<file path="src/hw/fld_cfg.svh">
`ifndef FLD_CFG_SVH
`define FLD_CFG_SVH

// Register indices; the byte address is four times the index.
`define FLD_IDX_FB_DIV_LOW   8'h10
`define FLD_IDX_SPEEDUP      8'h1B
`define FLD_IDX_NORM_GAIN    8'h1C
`define FLD_IDX_BOOST_HIGH   8'h1D
`define FLD_IDX_MON_LOW      8'h1E
`define FLD_IDX_MON_HIGH     8'h1F
`define FLD_IDX_TIMER_LOW    8'h20
`define FLD_IDX_PASS_CNT     8'h21
`define FLD_IDX_ERR_WIN      8'h22
`define FLD_IDX_IRQ_STATUS   8'h40
`define FLD_IDX_IRQ_MASK     8'h41

// Reset values.
`define FLD_RST_SPEEDUP      8'h08
`define FLD_RST_FLOOR        6'h0A
`define FLD_RST_CEILING      6'h32
`define FLD_RST_PASS         8'hFF

// Field positions.
`define FLD_CSF_LSB          5
`define FLD_TMR_HI_LSB       5
`define FLD_WIN_LSB          5
`define FLD_FLAG_BIT         6

// Timer granule in phase detector cycles (a shift by five is times 32).
`define FLD_TMR_SHIFT        5

// Edge window limits, in tenths of a nanosecond.
`define FLD_WIN_0            8'h0A
`define FLD_WIN_1            8'h11
`define FLD_WIN_2            8'h1E
`define FLD_WIN_3            8'h3C
`define FLD_WIN_4            8'h64
`define FLD_WIN_5            8'hB4

// Interrupt status bits.
`define FLD_IRQ_EXPIRE       0
`define FLD_IRQ_LOCK         1
`define FLD_IRQ_UNLOCK       2
`define FLD_IRQ_PUMP         3
`define FLD_IRQ_W            4

`endif

</file>
<file path="src/hw/fld_pkg.sv">
`default_nettype none
package fld_pkg;

  // Digital lock detector state.
  typedef enum logic [0:0] {
    FLD_UNLOCKED = 1'b0,
    FLD_LOCKED   = 1'b1
  } fld_lock_t;

  // Boost timer state.
  typedef enum logic [0:0] {
    FLD_IDLE = 1'b0,
    FLD_RUN  = 1'b1
  } fld_timer_t;

endpackage : fld_pkg

`default_nettype wire

</file>
<file path="src/hw/fld_top.sv">
`timescale 1ns/1ps
`default_nettype none
`include "fld_cfg.svh"

module fld_top (
  input  wire logic        pclk,
  input  wire logic        presetn,
  input  wire logic        psel,
  input  wire logic        penable,
  input  wire logic        pwrite,
  input  wire logic [11:0] paddr,
  input  wire logic [31:0] pwdata,
  output logic      [31:0] prdata,
  output logic             pready,
  output logic             pslverr,
  input  wire logic        pd_edge,
  input  wire logic [7:0]  edge_skew,
  input  wire logic [5:0]  pump_volt_code,
  input  wire logic        ramp_active,
  input  wire logic        ramp_boost_select,
  output logic      [4:0]  pump_gain_out,
  output logic      [1:0]  div_scale_shift,
  output logic             boost_active,
  output logic             edge_lock_state,
  output logic             combined_lock_output,
  output logic             irq
);

  // Register storage. Each register is one byte in the low bits of an
  // aligned word; the upper bits of every word read as zero and are
  // ignored on write. The map, by word index:
  //   0x10  feedback divider low byte; any write restarts the boost timer.
  //   0x1B  speed-up control; bits 6:5 pick the cycle slip factor.
  //   0x1C  normal pump gain in bits 4:0.
  //   0x1D  boost pump gain in bits 4:0, timer code bits 10:8 in 7:5.
  //   0x1E  pump floor in bits 5:0, floor flag in bit 6 (read only).
  //   0x1F  pump ceiling in bits 5:0, ceiling flag in bit 6 (read only).
  //   0x20  timer code bits 7:0.
  //   0x21  good edge target of the lock detector.
  //   0x22  error allowance in bits 4:0, edge window code in bits 7:5.
  //   0x40  interrupt status, write one to clear.
  //   0x41  interrupt mask, same layout as the status.
  // Words that are not listed read zero and ignore writes.
  logic [7:0] fb_div_low;
  logic [7:0] speedup_divider_config;
  logic [4:0] normal_pump_gain;
  logic [7:0] boost_gain_timer_high;
  logic [5:0] pump_volt_floor;
  logic [5:0] pump_volt_ceiling;
  logic [7:0] boost_timer_low;
  logic [7:0] lock_pass_count;
  logic [7:0] lock_error_window;
  logic [`FLD_IRQ_W-1:0] irq_status;
  logic [`FLD_IRQ_W-1:0] irq_mask;

  // Live state. The timer counts phase detector edges, not bus clocks,
  // so its length in time follows the phase detector rate; the bus
  // clock only has to run faster than that rate for no edge to be lost.
  fld_pkg::fld_timer_t timer_state;
  fld_pkg::fld_lock_t  lock_state;
  logic [15:0] timer_count;
  logic [7:0]  good_count;
  logic [4:0]  error_count;
  logic        pump_good_q;

  // APB decode. The access phase takes two cycles so read data and
  // the ready strobe both come from flip-flops.
  // Walk of one transfer: the select rises after edge 0 and the enable
  // after edge 1; ready and read data are loaded at edge 2 and sampled
  // by the master at edge 3, which is also the edge at which a write
  // lands. The next setup may follow right after edge 3. A word outside
  // the map or a misaligned address answers with an error and no effect.
  wire       access   = psel & penable;
  wire       fire     = access & pready;
  wire [7:0] idx      = paddr[9:2];
  wire       aligned  = (paddr[1:0] == 2'h0) & (paddr[11:10] == 2'h0);
  wire       hit_fb   = aligned & (idx == `FLD_IDX_FB_DIV_LOW);
  wire       hit_su   = aligned & (idx == `FLD_IDX_SPEEDUP);
  wire       hit_ng   = aligned & (idx == `FLD_IDX_NORM_GAIN);
  wire       hit_bh   = aligned & (idx == `FLD_IDX_BOOST_HIGH);
  wire       hit_ml   = aligned & (idx == `FLD_IDX_MON_LOW);
  wire       hit_mh   = aligned & (idx == `FLD_IDX_MON_HIGH);
  wire       hit_tl   = aligned & (idx == `FLD_IDX_TIMER_LOW);
  wire       hit_pc   = aligned & (idx == `FLD_IDX_PASS_CNT);
  wire       hit_ew   = aligned & (idx == `FLD_IDX_ERR_WIN);
  wire       hit_is   = aligned & (idx == `FLD_IDX_IRQ_STATUS);
  wire       hit_im   = aligned & (idx == `FLD_IDX_IRQ_MASK);
  wire       mapped   = hit_fb | hit_su | hit_ng | hit_bh | hit_ml |
                        hit_mh | hit_tl | hit_pc | hit_ew | hit_is |
                        hit_im;
  wire       wr       = fire & pwrite & mapped;
  wire [7:0] wbyte    = pwdata[7:0];

  // Pump voltage comparators. A code equal to a threshold counts as
  // inside the good range, so a pump parked on a threshold does not
  // chatter the lock output. The flags are live and not latched; a
  // read shows the comparison at the edge that loads the read data.
  wire floor_flag   = pump_volt_code > pump_volt_floor;
  wire ceiling_flag = pump_volt_code > pump_volt_ceiling;
  wire below_floor  = pump_volt_code < pump_volt_floor;
  wire pump_good    = ~below_floor & ~ceiling_flag;

  // Read multiplexer; unused bits and unmapped words read zero. Bit 7
  // of both monitor words reads zero and the flag bits ignore writes.
  wire [7:0] rd_byte =
    hit_fb ? fb_div_low :
    hit_su ? speedup_divider_config :
    hit_ng ? {3'h0, normal_pump_gain} :
    hit_bh ? boost_gain_timer_high :
    hit_ml ? {1'b0, floor_flag, pump_volt_floor} :
    hit_mh ? {1'b0, ceiling_flag, pump_volt_ceiling} :
    hit_tl ? boost_timer_low :
    hit_pc ? lock_pass_count :
    hit_ew ? lock_error_window :
    hit_is ? {4'h0, irq_status} :
    hit_im ? {4'h0, irq_mask} :
    8'h00;

  // Ready rises one cycle into the access phase and drops after. The
  // extra wait state is traded for a registered read path: the mux above
  // is deep, and registering it keeps the bus outputs free of glitches.
  // Read data is forced to zero outside the answering cycle.
  always_ff @(posedge pclk or negedge presetn) begin
    if (!presetn) begin
      pready  <= 1'b0;
      pslverr <= 1'b0;
      prdata  <= 32'h0000_0000;
    end else begin
      pready  <= access & ~pready;
      pslverr <= access & ~pready & ~mapped;
      prdata  <= (access & ~pready & ~pwrite) ? {24'h00_0000, rd_byte}
                                               : 32'h0000_0000;
    end
  end

  // Configuration registers, written at the completing edge only.
  // An erroring transfer never writes, since wr requires a mapped word.
  // The speed-up register resets to 0x08 so that its pulse-width field,
  // which belongs to the pump and is only stored here, keeps its
  // default value.
  always_ff @(posedge pclk or negedge presetn) begin
    if (!presetn) begin
      fb_div_low             <= 8'h00;
      speedup_divider_config <= `FLD_RST_SPEEDUP;
      normal_pump_gain       <= 5'h00;
      boost_gain_timer_high  <= 8'h00;
      pump_volt_floor        <= `FLD_RST_FLOOR;
      pump_volt_ceiling      <= `FLD_RST_CEILING;
      boost_timer_low        <= 8'h00;
      lock_pass_count        <= `FLD_RST_PASS;
      lock_error_window      <= 8'h00;
      irq_mask               <= 4'h0;
    end else if (wr) begin
      if (hit_fb) fb_div_low <= wbyte;
      if (hit_su) speedup_divider_config <= wbyte;
      if (hit_ng) normal_pump_gain <= wbyte[4:0];
      if (hit_bh) boost_gain_timer_high <= wbyte;
      if (hit_ml) pump_volt_floor <= wbyte[5:0];
      if (hit_mh) pump_volt_ceiling <= wbyte[5:0];
      if (hit_tl) boost_timer_low <= wbyte;
      if (hit_pc) lock_pass_count <= wbyte;
      if (hit_ew) lock_error_window <= wbyte;
      if (hit_im) irq_mask <= wbyte[3:0];
    end
  end

  // Boost timer. The eleven-bit code spans two registers.
  // The loaded count is the code times 32, so the longest run is 65504
  // phase detector edges. The run ends on the edge that takes the count
  // from one to zero; that expiry pulse also sets the timer status bit.
  wire [10:0] timer_code = {boost_gain_timer_high[7:`FLD_TMR_HI_LSB],
                            boost_timer_low};
  wire [15:0] timer_load = {timer_code, 5'h00};
  wire        start_tmr  = wr & hit_fb;
  wire        timer_end  = (timer_state == fld_pkg::FLD_RUN) &
                           pd_edge & (timer_count == 16'h0001);

  // A code of zero leaves the timer idle; a new write restarts it.
  // A restart in mid-run reloads the full count rather than adding to
  // what is left, so software sees one predictable boost length. The
  // count is parked at zero while idle so a stale value never leaks in.
  always_ff @(posedge pclk or negedge presetn) begin
    if (!presetn) begin
      timer_state <= fld_pkg::FLD_IDLE;
      timer_count <= 16'h0000;
    end else if (start_tmr) begin
      timer_state <= (timer_code != 11'h000) ? fld_pkg::FLD_RUN
                                             : fld_pkg::FLD_IDLE;
      timer_count <= timer_load;
    end else begin
      case (timer_state)
        fld_pkg::FLD_RUN: begin
          if (timer_end) begin
            timer_state <= fld_pkg::FLD_IDLE;
          end
          if (pd_edge) begin
            timer_count <= timer_count - 16'h0001;
          end
        end
        fld_pkg::FLD_IDLE: begin
          timer_count <= 16'h0000;
        end
        default: begin
          timer_state <= fld_pkg::FLD_IDLE;
        end
      endcase
    end
  end

  // Boost applies while the timer runs or a boosted ramp executes.
  // The ramp engine owns both ramp inputs; they are taken as levels and
  // are not checked against each other here.
  wire       timer_run = timer_state == fld_pkg::FLD_RUN;
  wire       boosting  = timer_run |
                         (ramp_active & ramp_boost_select);
  wire [1:0] csf       = speedup_divider_config[`FLD_CSF_LSB+1:`FLD_CSF_LSB];

  // Code three is reserved and treated as no scaling.
  // Software is expected never to program it; mapping it to no scaling
  // keeps the dividers at their programmed values if it does.
  wire [1:0] csf_shift = (csf == 2'h3) ? 2'h0 : csf;

  // The divider datapath shifts both R and N by this amount; the shift
  // falls to zero the cycle after boosting ends.
  // Gain and shift switch on the same edge, so the pump never sees the
  // boost gain with the normal dividers or the other way round. Gain
  // code zero leaves the pump in tri-state, as in normal operation.
  always_ff @(posedge pclk or negedge presetn) begin
    if (!presetn) begin
      div_scale_shift <= 2'h0;
      pump_gain_out   <= 5'h00;
      boost_active    <= 1'b0;
    end else begin
      div_scale_shift <= boosting ? csf_shift : 2'h0;
      pump_gain_out   <= boosting ? boost_gain_timer_high[4:0]
                                  : normal_pump_gain;
      boost_active    <= boosting;
    end
  end

  // Edge window in tenths of a nanosecond; reserved codes take the
  // widest window so a bad code never makes lock harder to find.
  // The limits are 1, 1.7, 3, 6, 10 and 18 ns. An edge exactly on the
  // limit counts as good.
  wire [2:0] win_code = lock_error_window[7:`FLD_WIN_LSB];
  wire [7:0] win_lim  =
    (win_code == 3'h0) ? `FLD_WIN_0 :
    (win_code == 3'h1) ? `FLD_WIN_1 :
    (win_code == 3'h2) ? `FLD_WIN_2 :
    (win_code == 3'h3) ? `FLD_WIN_3 :
    (win_code == 3'h4) ? `FLD_WIN_4 :
    `FLD_WIN_5;
  wire good_edge = pd_edge & (edge_skew <= win_lim);
  wire err_edge  = pd_edge & (edge_skew >  win_lim);

  // Count limits. The counts compare their next values, so the edge that
  // reaches a limit is itself the one that ends the round. With an
  // allowance of zero every error edge trips and lock is never gained.
  wire [4:0] err_allow  = lock_error_window[4:0];
  wire [7:0] next_good  = good_count + 8'h01;
  wire [4:0] next_error = error_count + 5'h01;
  wire       pass_done  = good_edge & (next_good >= lock_pass_count);
  wire       err_trip   = err_edge & (next_error >= err_allow);
  wire       gain_lock  = pass_done & (error_count < err_allow);

  // Lock detector. A filter round ends either when enough good edges
  // are seen (lock) or when the error allowance is used up (unlock).
  // A round that reaches its target with too many errors leaves the
  // state as it is; the error trip alone handles the way down. Both
  // counters restart after every decision.
  always_ff @(posedge pclk or negedge presetn) begin
    if (!presetn) begin
      lock_state  <= fld_pkg::FLD_UNLOCKED;
      good_count  <= 8'h00;
      error_count <= 5'h00;
    end else if (err_trip) begin
      lock_state  <= fld_pkg::FLD_UNLOCKED;
      good_count  <= 8'h00;
      error_count <= 5'h00;
    end else if (pass_done) begin
      if (gain_lock) begin
        lock_state <= fld_pkg::FLD_LOCKED;
      end
      good_count  <= 8'h00;
      error_count <= 5'h00;
    end else begin
      case (lock_state)
        fld_pkg::FLD_UNLOCKED,
        fld_pkg::FLD_LOCKED: begin
          if (good_edge) begin
            good_count <= next_good;
          end
          if (err_edge) begin
            error_count <= next_error;
          end
        end
        default: begin
          lock_state <= fld_pkg::FLD_UNLOCKED;
        end
      endcase
    end
  end

  // Lock outputs. The pump check is registered once so both outputs
  // change on the same edge.
  // The pump check is not filtered: one code outside the range drops the
  // combined output on the next edge, which is what a lock pin wants.
  wire dld_good = lock_state == fld_pkg::FLD_LOCKED;
  always_ff @(posedge pclk or negedge presetn) begin
    if (!presetn) begin
      edge_lock_state      <= 1'b0;
      combined_lock_output <= 1'b0;
      pump_good_q          <= 1'b0;
    end else begin
      edge_lock_state      <= dld_good;
      combined_lock_output <= dld_good & pump_good;
      pump_good_q          <= pump_good;
    end
  end

  // Interrupt events. Each is a one-cycle pulse.
  // Lock events are taken from the registered lock output, so their
  // status bits set one cycle after the detector state moves. The pump
  // event fires when the voltage leaves the good range, not on return.
  wire ev_lock   = dld_good & ~edge_lock_state;
  wire ev_unlock = ~dld_good & edge_lock_state;
  wire ev_pump   = pump_good_q & ~pump_good;
  wire [3:0] ev  = {ev_pump, ev_unlock, ev_lock, timer_end};

  // Write-one-to-clear; an event in the clearing cycle still sets the bit.
  wire [3:0] clr = (wr & hit_is) ? wbyte[3:0] : 4'h0;
  wire [3:0] next_status = (irq_status & ~clr) | ev;

  // Status and the level interrupt both come from flip-flops.
  // The interrupt output looks at the next status, so a new event is
  // seen on the same edge that sets its bit; a mask change takes effect
  // one edge after it is written.
  always_ff @(posedge pclk or negedge presetn) begin
    if (!presetn) begin
      irq_status <= 4'h0;
      irq        <= 1'b0;
    end else begin
      irq_status <= next_status;
      irq        <= |(next_status & irq_mask);
    end
  end

endmodule : fld_top

`default_nettype wire

</file>
<file path="config.mk">
export PLATFORM = sky130hd
export DESIGN_NAME = fld_top
export DESIGN_NICKNAME = d
export VERILOG_FILES = /design/src/hw/fld_pkg.sv /design/src/hw/fld_top.sv
export VERILOG_INCLUDE_DIRS = /design/src /design/src/hw
export SDC_FILE = /design/constraint.sdc
export NUM_CORES = 1
export LEC_CHECK = 0
export BUFFER_PORTS_ARGS = -buffer_cell sky130_fd_sc_hd__buf_2
export CORE_MARGIN = 8
export CORE_UTILIZATION = 55
export CTS_BUF_LIST = sky130_fd_sc_hd__clkbuf_16
export CTS_CLUSTER_SIZE = 8
export DETAILED_ROUTE_END_ITERATION = 16
export PLACE_DENSITY_LB_ADDON = 0.15
export SETUP_SLACK_MARGIN = 0.02
export SLEW_MARGIN = 40
export SYNTH_ARGS = -nofsm -noshare
export SYNTH_HDL_FRONTEND = slang
export SYNTH_SLANG_ARGS = --single-unit
</file>
<file path="constraint.sdc">
create_clock -name pclk -period 3.1 [get_ports pclk]
set_input_delay 0.31 -clock pclk [delete_from_list [all_inputs] [get_ports pclk]]
set_output_delay 0.31 -clock pclk [all_outputs]
set_load 0.01 [all_outputs]
</file>
Word level (Yosys, flattened, before mapping)
Index checks and enable logic that the tools add are counted.
{"block": "word_totals", "ff_bits": 126, "latchBits": 0, "mem_bits_rw": 0, "mem_bits_ro": 0, "wordCells": 170, "mem_count": 0}
{"block": "classes", "add_sub_neg": 3, "mul": 0, "div_mod_pow": 0, "n_lt_le_gt_ge": 8, "eq_ne": 18, "n_shift": 0, "mux": 37, "bitwise": 58, "n_reduce_logical": 20}
{"operator": "2-to-1 mux 8 bit", "n": 18}
{"operator": "== test 8 x 5 -> 1 bit (second input constant)", "n": 6}
{"operator": "AND 1 bit", "n": 34}
{"operator": "2-to-1 mux 16 bit", "n": 2}
{"operator": "one-hot mux 16 bit (2 select lines)", "n": 1}
{"operator": "== test 8 x 6 -> 1 bit (second input constant)", "n": 3}
{"operator": "AND reduction 2 bit", "n": 11}
{"operator": "2-to-1 mux 5 bit", "n": 4}
{"operator": "== test 16 x 1 -> 1 bit (second input constant)", "n": 1}
{"operator": "== test 8 x 7 -> 1 bit (second input constant)", "n": 2}
{"operator": "subtractor 16 x 1 -> 16 bit (second input constant)", "n": 1}
{"operator": "> comparator 6 bit", "n": 2}
{"operator": "2-to-1 mux 4 bit", "n": 3}
{"operator": "bitwise OR 1 bit", "n": 11}
{"operator": "nonzero test 11 bit", "n": 1}
{"operator": "NOT 1 bit", "n": 9}
{"operator": "adder 8 x 1 -> 8 bit (second input constant)", "n": 1}
{"operator": "AND 4 bit", "n": 2}
{"operator": ">= comparator 8 bit", "n": 1}
{"operator": "> comparator 8 bit", "n": 1}
{"operator": "less-or-equal comparator 8 bit", "n": 1}
{"operator": "2-to-1 mux 1 bit", "n": 7}
{"operator": "== test 3 x 2 -> 1 bit (second input constant)", "n": 2}
{"operator": "< comparator 6 bit", "n": 1}
{"operator": "other kinds (15)", "n": 19}

Depth between registers and ports, before layout
{"block": "depth", "word_depth": 21, "mapped_depth": 9, "depth_no_buf": 9}

Worst setup path before layout
Ideal clock, no wire load.
{"block": "synth_path", "path_type": "reg-to-reg", "from": "reg good_count[0]", "to": "reg good_count[0]", "t_arrival_ns": 2.413, "required_time_ns": 3.032, "path_slack_ns": 0.619, "stages_incl_launch_ff": 10, "synth_period_minus_slack_ns": 2.481, "path_cell_list": "dfrtp_1 -> ha_1 -> nand3_1 -> xnor2_1 -> ha_1 -> a21o_1 -> a221oi_1 -> o21ai_0 -> nor3_1 -> mux2_2"}
{"block": "synth_between", "elab_chain_len": 5}
{"element": "start: declaration", "line_no": "fld_top.sv:62", "rtl": "logic [7:0] good_count;"}
{"element": "start signal: assignment", "line_no": "fld_top.sv:291", "rtl": "good_count <= next_good;"}
{"element": "adder 8 x 1 -> 8 bit *", "line_no": "fld_top.sv:260", "rtl": "wire [7:0] next_good = good_count + 8'h01;"}
{"element": ">= comparator 8 bit", "line_no": "fld_top.sv:262", "rtl": "wire pass_done = good_edge & (next_good >= lock_pass_count);"}
{"element": "AND 1 bit", "line_no": "fld_top.sv:262"}
{"element": "2-to-1 mux 8 bit", "line_no": "fld_top.sv:280", "rtl": "end else if (pass_done) begin"}
{"element": "2-to-1 mux 8 bit", "line_no": "fld_top.sv:276", "rtl": "end else if (err_trip) begin"}
Mark *: on every way between the ends. The rest lies on a longest branch, timed or not. The select of a mux whose other input is x is not followed.
A chain may end at the register's enable or synchronous reset.

Worst setup path in the final report
{"block": "layout_path", "from": "reg good_count[0]", "to": "reg error_count[0]"}
{"block": "layout_between", "elab_chain_len": 5}
{"element": "adder 8 x 1 -> 8 bit *", "line_no": "fld_top.sv:260"}
{"element": ">= comparator 8 bit *", "line_no": "fld_top.sv:262"}
{"element": "AND 1 bit *", "line_no": "fld_top.sv:262"}
{"element": "2-to-1 mux 5 bit", "line_no": "fld_top.sv:280"}
{"element": "2-to-1 mux 5 bit", "line_no": "fld_top.sv:276"}
{"element": "end signal: assignment", "line_no": "fld_top.sv:294", "rtl": "error_count <= next_error;"}
{"element": "end: declaration", "line_no": "fld_top.sv:63", "rtl": "logic [4:0] error_count;"}
Mark *: on every way between the ends. The rest lies on a longest branch, timed or not.

==> results.json <==
{
  "final_area_um2": 8323,
  "p_sw_share_pct": 27.56,
  "ys_ff_latch": 126,
  "yosys_warnings": 0,
  "wirelength_um": 19360,
  "m1WireLength_um": 7931,
  "cp.arrival_ns": 3.15,
  "grt_first_pass_wirelength_um": 31280,
  "finalHoldViolCount": 0,
  "gp_congestion": 0.9651,
  "worstSkewPairLatency_ns": 0.43,
  "synth_cell_types": 73,
  "layout-drive-gt1-share_pct": 24.70,
  "place_area_um2": 7790,
  "cts.sinks": 126,
  "synth_area_um2": 7284,
  "ir_drop_mv": 0.3796,
  "max_stage_delay_ns": 0.49,
  "min_period_ns": 2.784,
  "slowest_stage": "o21ai_0",
  "worstPathRequired_ns": 3.47,
  "ant_nets": 0,
  "post_cts_buffers": 0,
  "grt_overflow": 0,
  "yosysTopAreaCell": "dfrtp_1",
  "drtIter0Drc": 519,
  "synthCells": 738,
  "synth_edf_count": 0,
  "nets": 922,
  "synth_common_cells": "dfrtp_1 (112), nand2_1 (80), mux2_2 (57)",
  "worstSetupPathType": "reg -> reg",
  "clock_path_buffers": 2,
  "num_antenna_cells": 0,
  "hold_path.class": "in -> reg",
  "max-cap-violations": 0,
  "routedWlPerCell_um": 19.32,
  "critPathCaptureType": "flop",
  "cts_buffers": 17,
  "synth_ff_type": "dfrtp_1",
  "switchingPower_mw": 1.103,
  "clk_pin_slew_ns": 0.06,
  "grt_pass1_vias": 5971,
  "wl_met2_um": 9448,
  "drc_errors": 0,
  "coreArea_um2": 13090,
  "power.leakage_nw": 4.080,
  "utilization_pct": 63.61,
  "p_int_mw": 2.899,
  "start_util_pct": 55.67,
  "critPathLaunchType": "flop",
  "finalCritPeriodShare_pct": 89.82,
  "setup_viol": 0,
  "synthTopCellsByArea": "dfrtp_1 (38%), mux2_2 (8.8%), ha_1 (7.2%)",
  "dieArea_um2": 17180,
  "fmax_ghz": 0.3591,
  "synth_top_cell_area_share_pct": 38.47,
  "syn_avg_cell_area_um2": 9.871,
  "synth_most_common_cell": "dfrtp_1",
  "ys_seq_area_share_pct": 43.52,
  "relSlewSlack_pct": 53.16,
  "vias": 5880,
  "skew_ns": 0.01216,
  "rows": 42,
  "status": "finished, final reports clean",
  "antenna_found_initial": 0,
  "dr.pass1.iters": 6,
  "cts_tree": "yes",
  "cp_cell_sequence": "ha_1 -> nand3_1 -> xnor2_1 -> ha_1 -> a21o_1 -> a221oi_1 -> o21ai_0 -> o21ai_0 -> mux2_2",
  "setup_tns_ns": 0,
  "die_w_um": 131.1,
  "top_layer_used": "met4",
  "fin_hold_ws_ns": 0.1717,
  "rsz0062_at_grt": "no",
  "grt_max_degree": 52,
  "port_buffers": 62,
  "post-place-ws_ns": 0.3546,
  "tightestPinTransition_ns": 0.7025,
  "io_pins": 111,
  "ctsHtreeMaxLevel": 4,
  "dp_hpwl_um": 14630,
  "power_density_nw_per_um2": 480.8,
  "cp_num_buf_inv": 0,
  "area_delta_synth_final_pct": 14.26,
  "die_h_um": 131.1,
  "grt_use_total_pct": 23.96,
  "crit_fanout": 5,
  "fin_ws_ns": 0.3156,
  "via_per_inst": 5.868,
  "combPwrFrac_pct": 11.7,
  "critPathTopFamily": "compound AO/OA/AOI/OAI gates",
  "async_flop_share_pct": 100.0,
  "p_seq_share_pct": 43.9,
  "p_clk_share_pct": 44.4,
  "clockRootBuffer": "clkbuf_16",
  "slew_viol_final": 0,
  "wl_met3_um": 1379
}
logic make-up after synthesis:
family | synth area share, %
simple gates | 14.94
compound gates | 15.87
flops | 43.52
buf+inv | 6.269
mux | 9.361
fa+ha+maj | 7.214
xor+xnor | 2.765
other cells | 0.05148
flip-flops by register name, summed over array words and instances (netlist names), 2 cells and up:
name / flops
irq_mask: 4
boost_timer_low: 8
timer_count: 16
prdata: 8
pump_volt_floor: 6
error_count: 5
lock_pass_count: 8
irq_status: 4
good_count: 8
normal_pump_gain: 5
pump_volt_ceiling: 6
speedup_divider_config: 8
pump_gain_out: 5
boost_gain_timer_high: 8
lock_error_window: 8
fb_div_low: 8
div_scale_shift: 2
worst min-delay path, cell delays in order:
cell,delay (ns)
buf_2,0.15
nand2_1,0.06
o21ai_0,0.07
metal layers:
| metal | up-vias | track usage, % |
|---|---|---|
| met5 | - | 0 |
| met4 | 0 | 10.53 |
| met3 | 45 | 5.866 |
| met2 | 205 | 39.99 |
| met1 | 2872 | 28.85 |
| li1 | 2758 | - |
cell type report:
cell class	instances	area (um^2)
Clock inverter	14	97.59
Inverter	42	157.7
Sequential cell	126	3171
Tap cell	176	220.2
Multi-Input combinational cell	541	3744
Timing Repair Buffer	86	508.0
Clock buffer	17	425.4
Fill cell	1121	4762
final timing paths:
path / from / end / slack, ns / cells after the start
hold reg to reg: speedup_divider_config[5] / div_scale_shift[1] / 0.50 / 1
setup reg to reg: good_count[0] / error_count[0] / 0.32 / 9
setup / recovery: good_count[0] / error_count[0] / 0.32 / 9
min in group asynchronous: presetn / speedup_divider_config[0] / 0.45 / 2
max in group asynchronous: presetn / lock_pass_count[5] / 1.84 / 3
hold / removal: pwdata[7] / lock_pass_count[7] / 0.17 / 3
stage by stage:
step	total power [mW]	std cells
2_1_floorplan	2.084	761
3_3_place_gp	2.221	970
3_5_place_dp	2.248	970
4_1_cts	4.028	1002
5_1_grt	4.165	1002
6_report	4.002	1002
repair_timing:
action,in CTS,in global routing
resized for setup,0,0
hold buffers,1,0
endpoints found under the hold margin,47,0
cell usage in the layout (no fill, tap or decap), drive strengths merged, types with 12 or more instances in the layout:
master and n:
dfstp 14, a22o 12, mux2 57, xnor2 12, ha 42, nand2 80, nand3 19, conb 24
nor2 37, inv 44, clkbuf 17, buf 85, dfrtp 112, a21oi 37, o21ai 57
power by group through the flow:
stage          registers [mW]  logic, mW  clock network [mW]
2_1_floorplan            1.77      0.310                   0
3_3_place_gp             1.78      0.439                   0
3_5_place_dp             1.79      0.462                   0
4_1_cts                  1.76      0.466                1.80
5_1_grt                  1.77      0.529                1.87
6_report                 1.76      0.467                1.78
No activity file was read; power rests on OpenSTA's default activity.
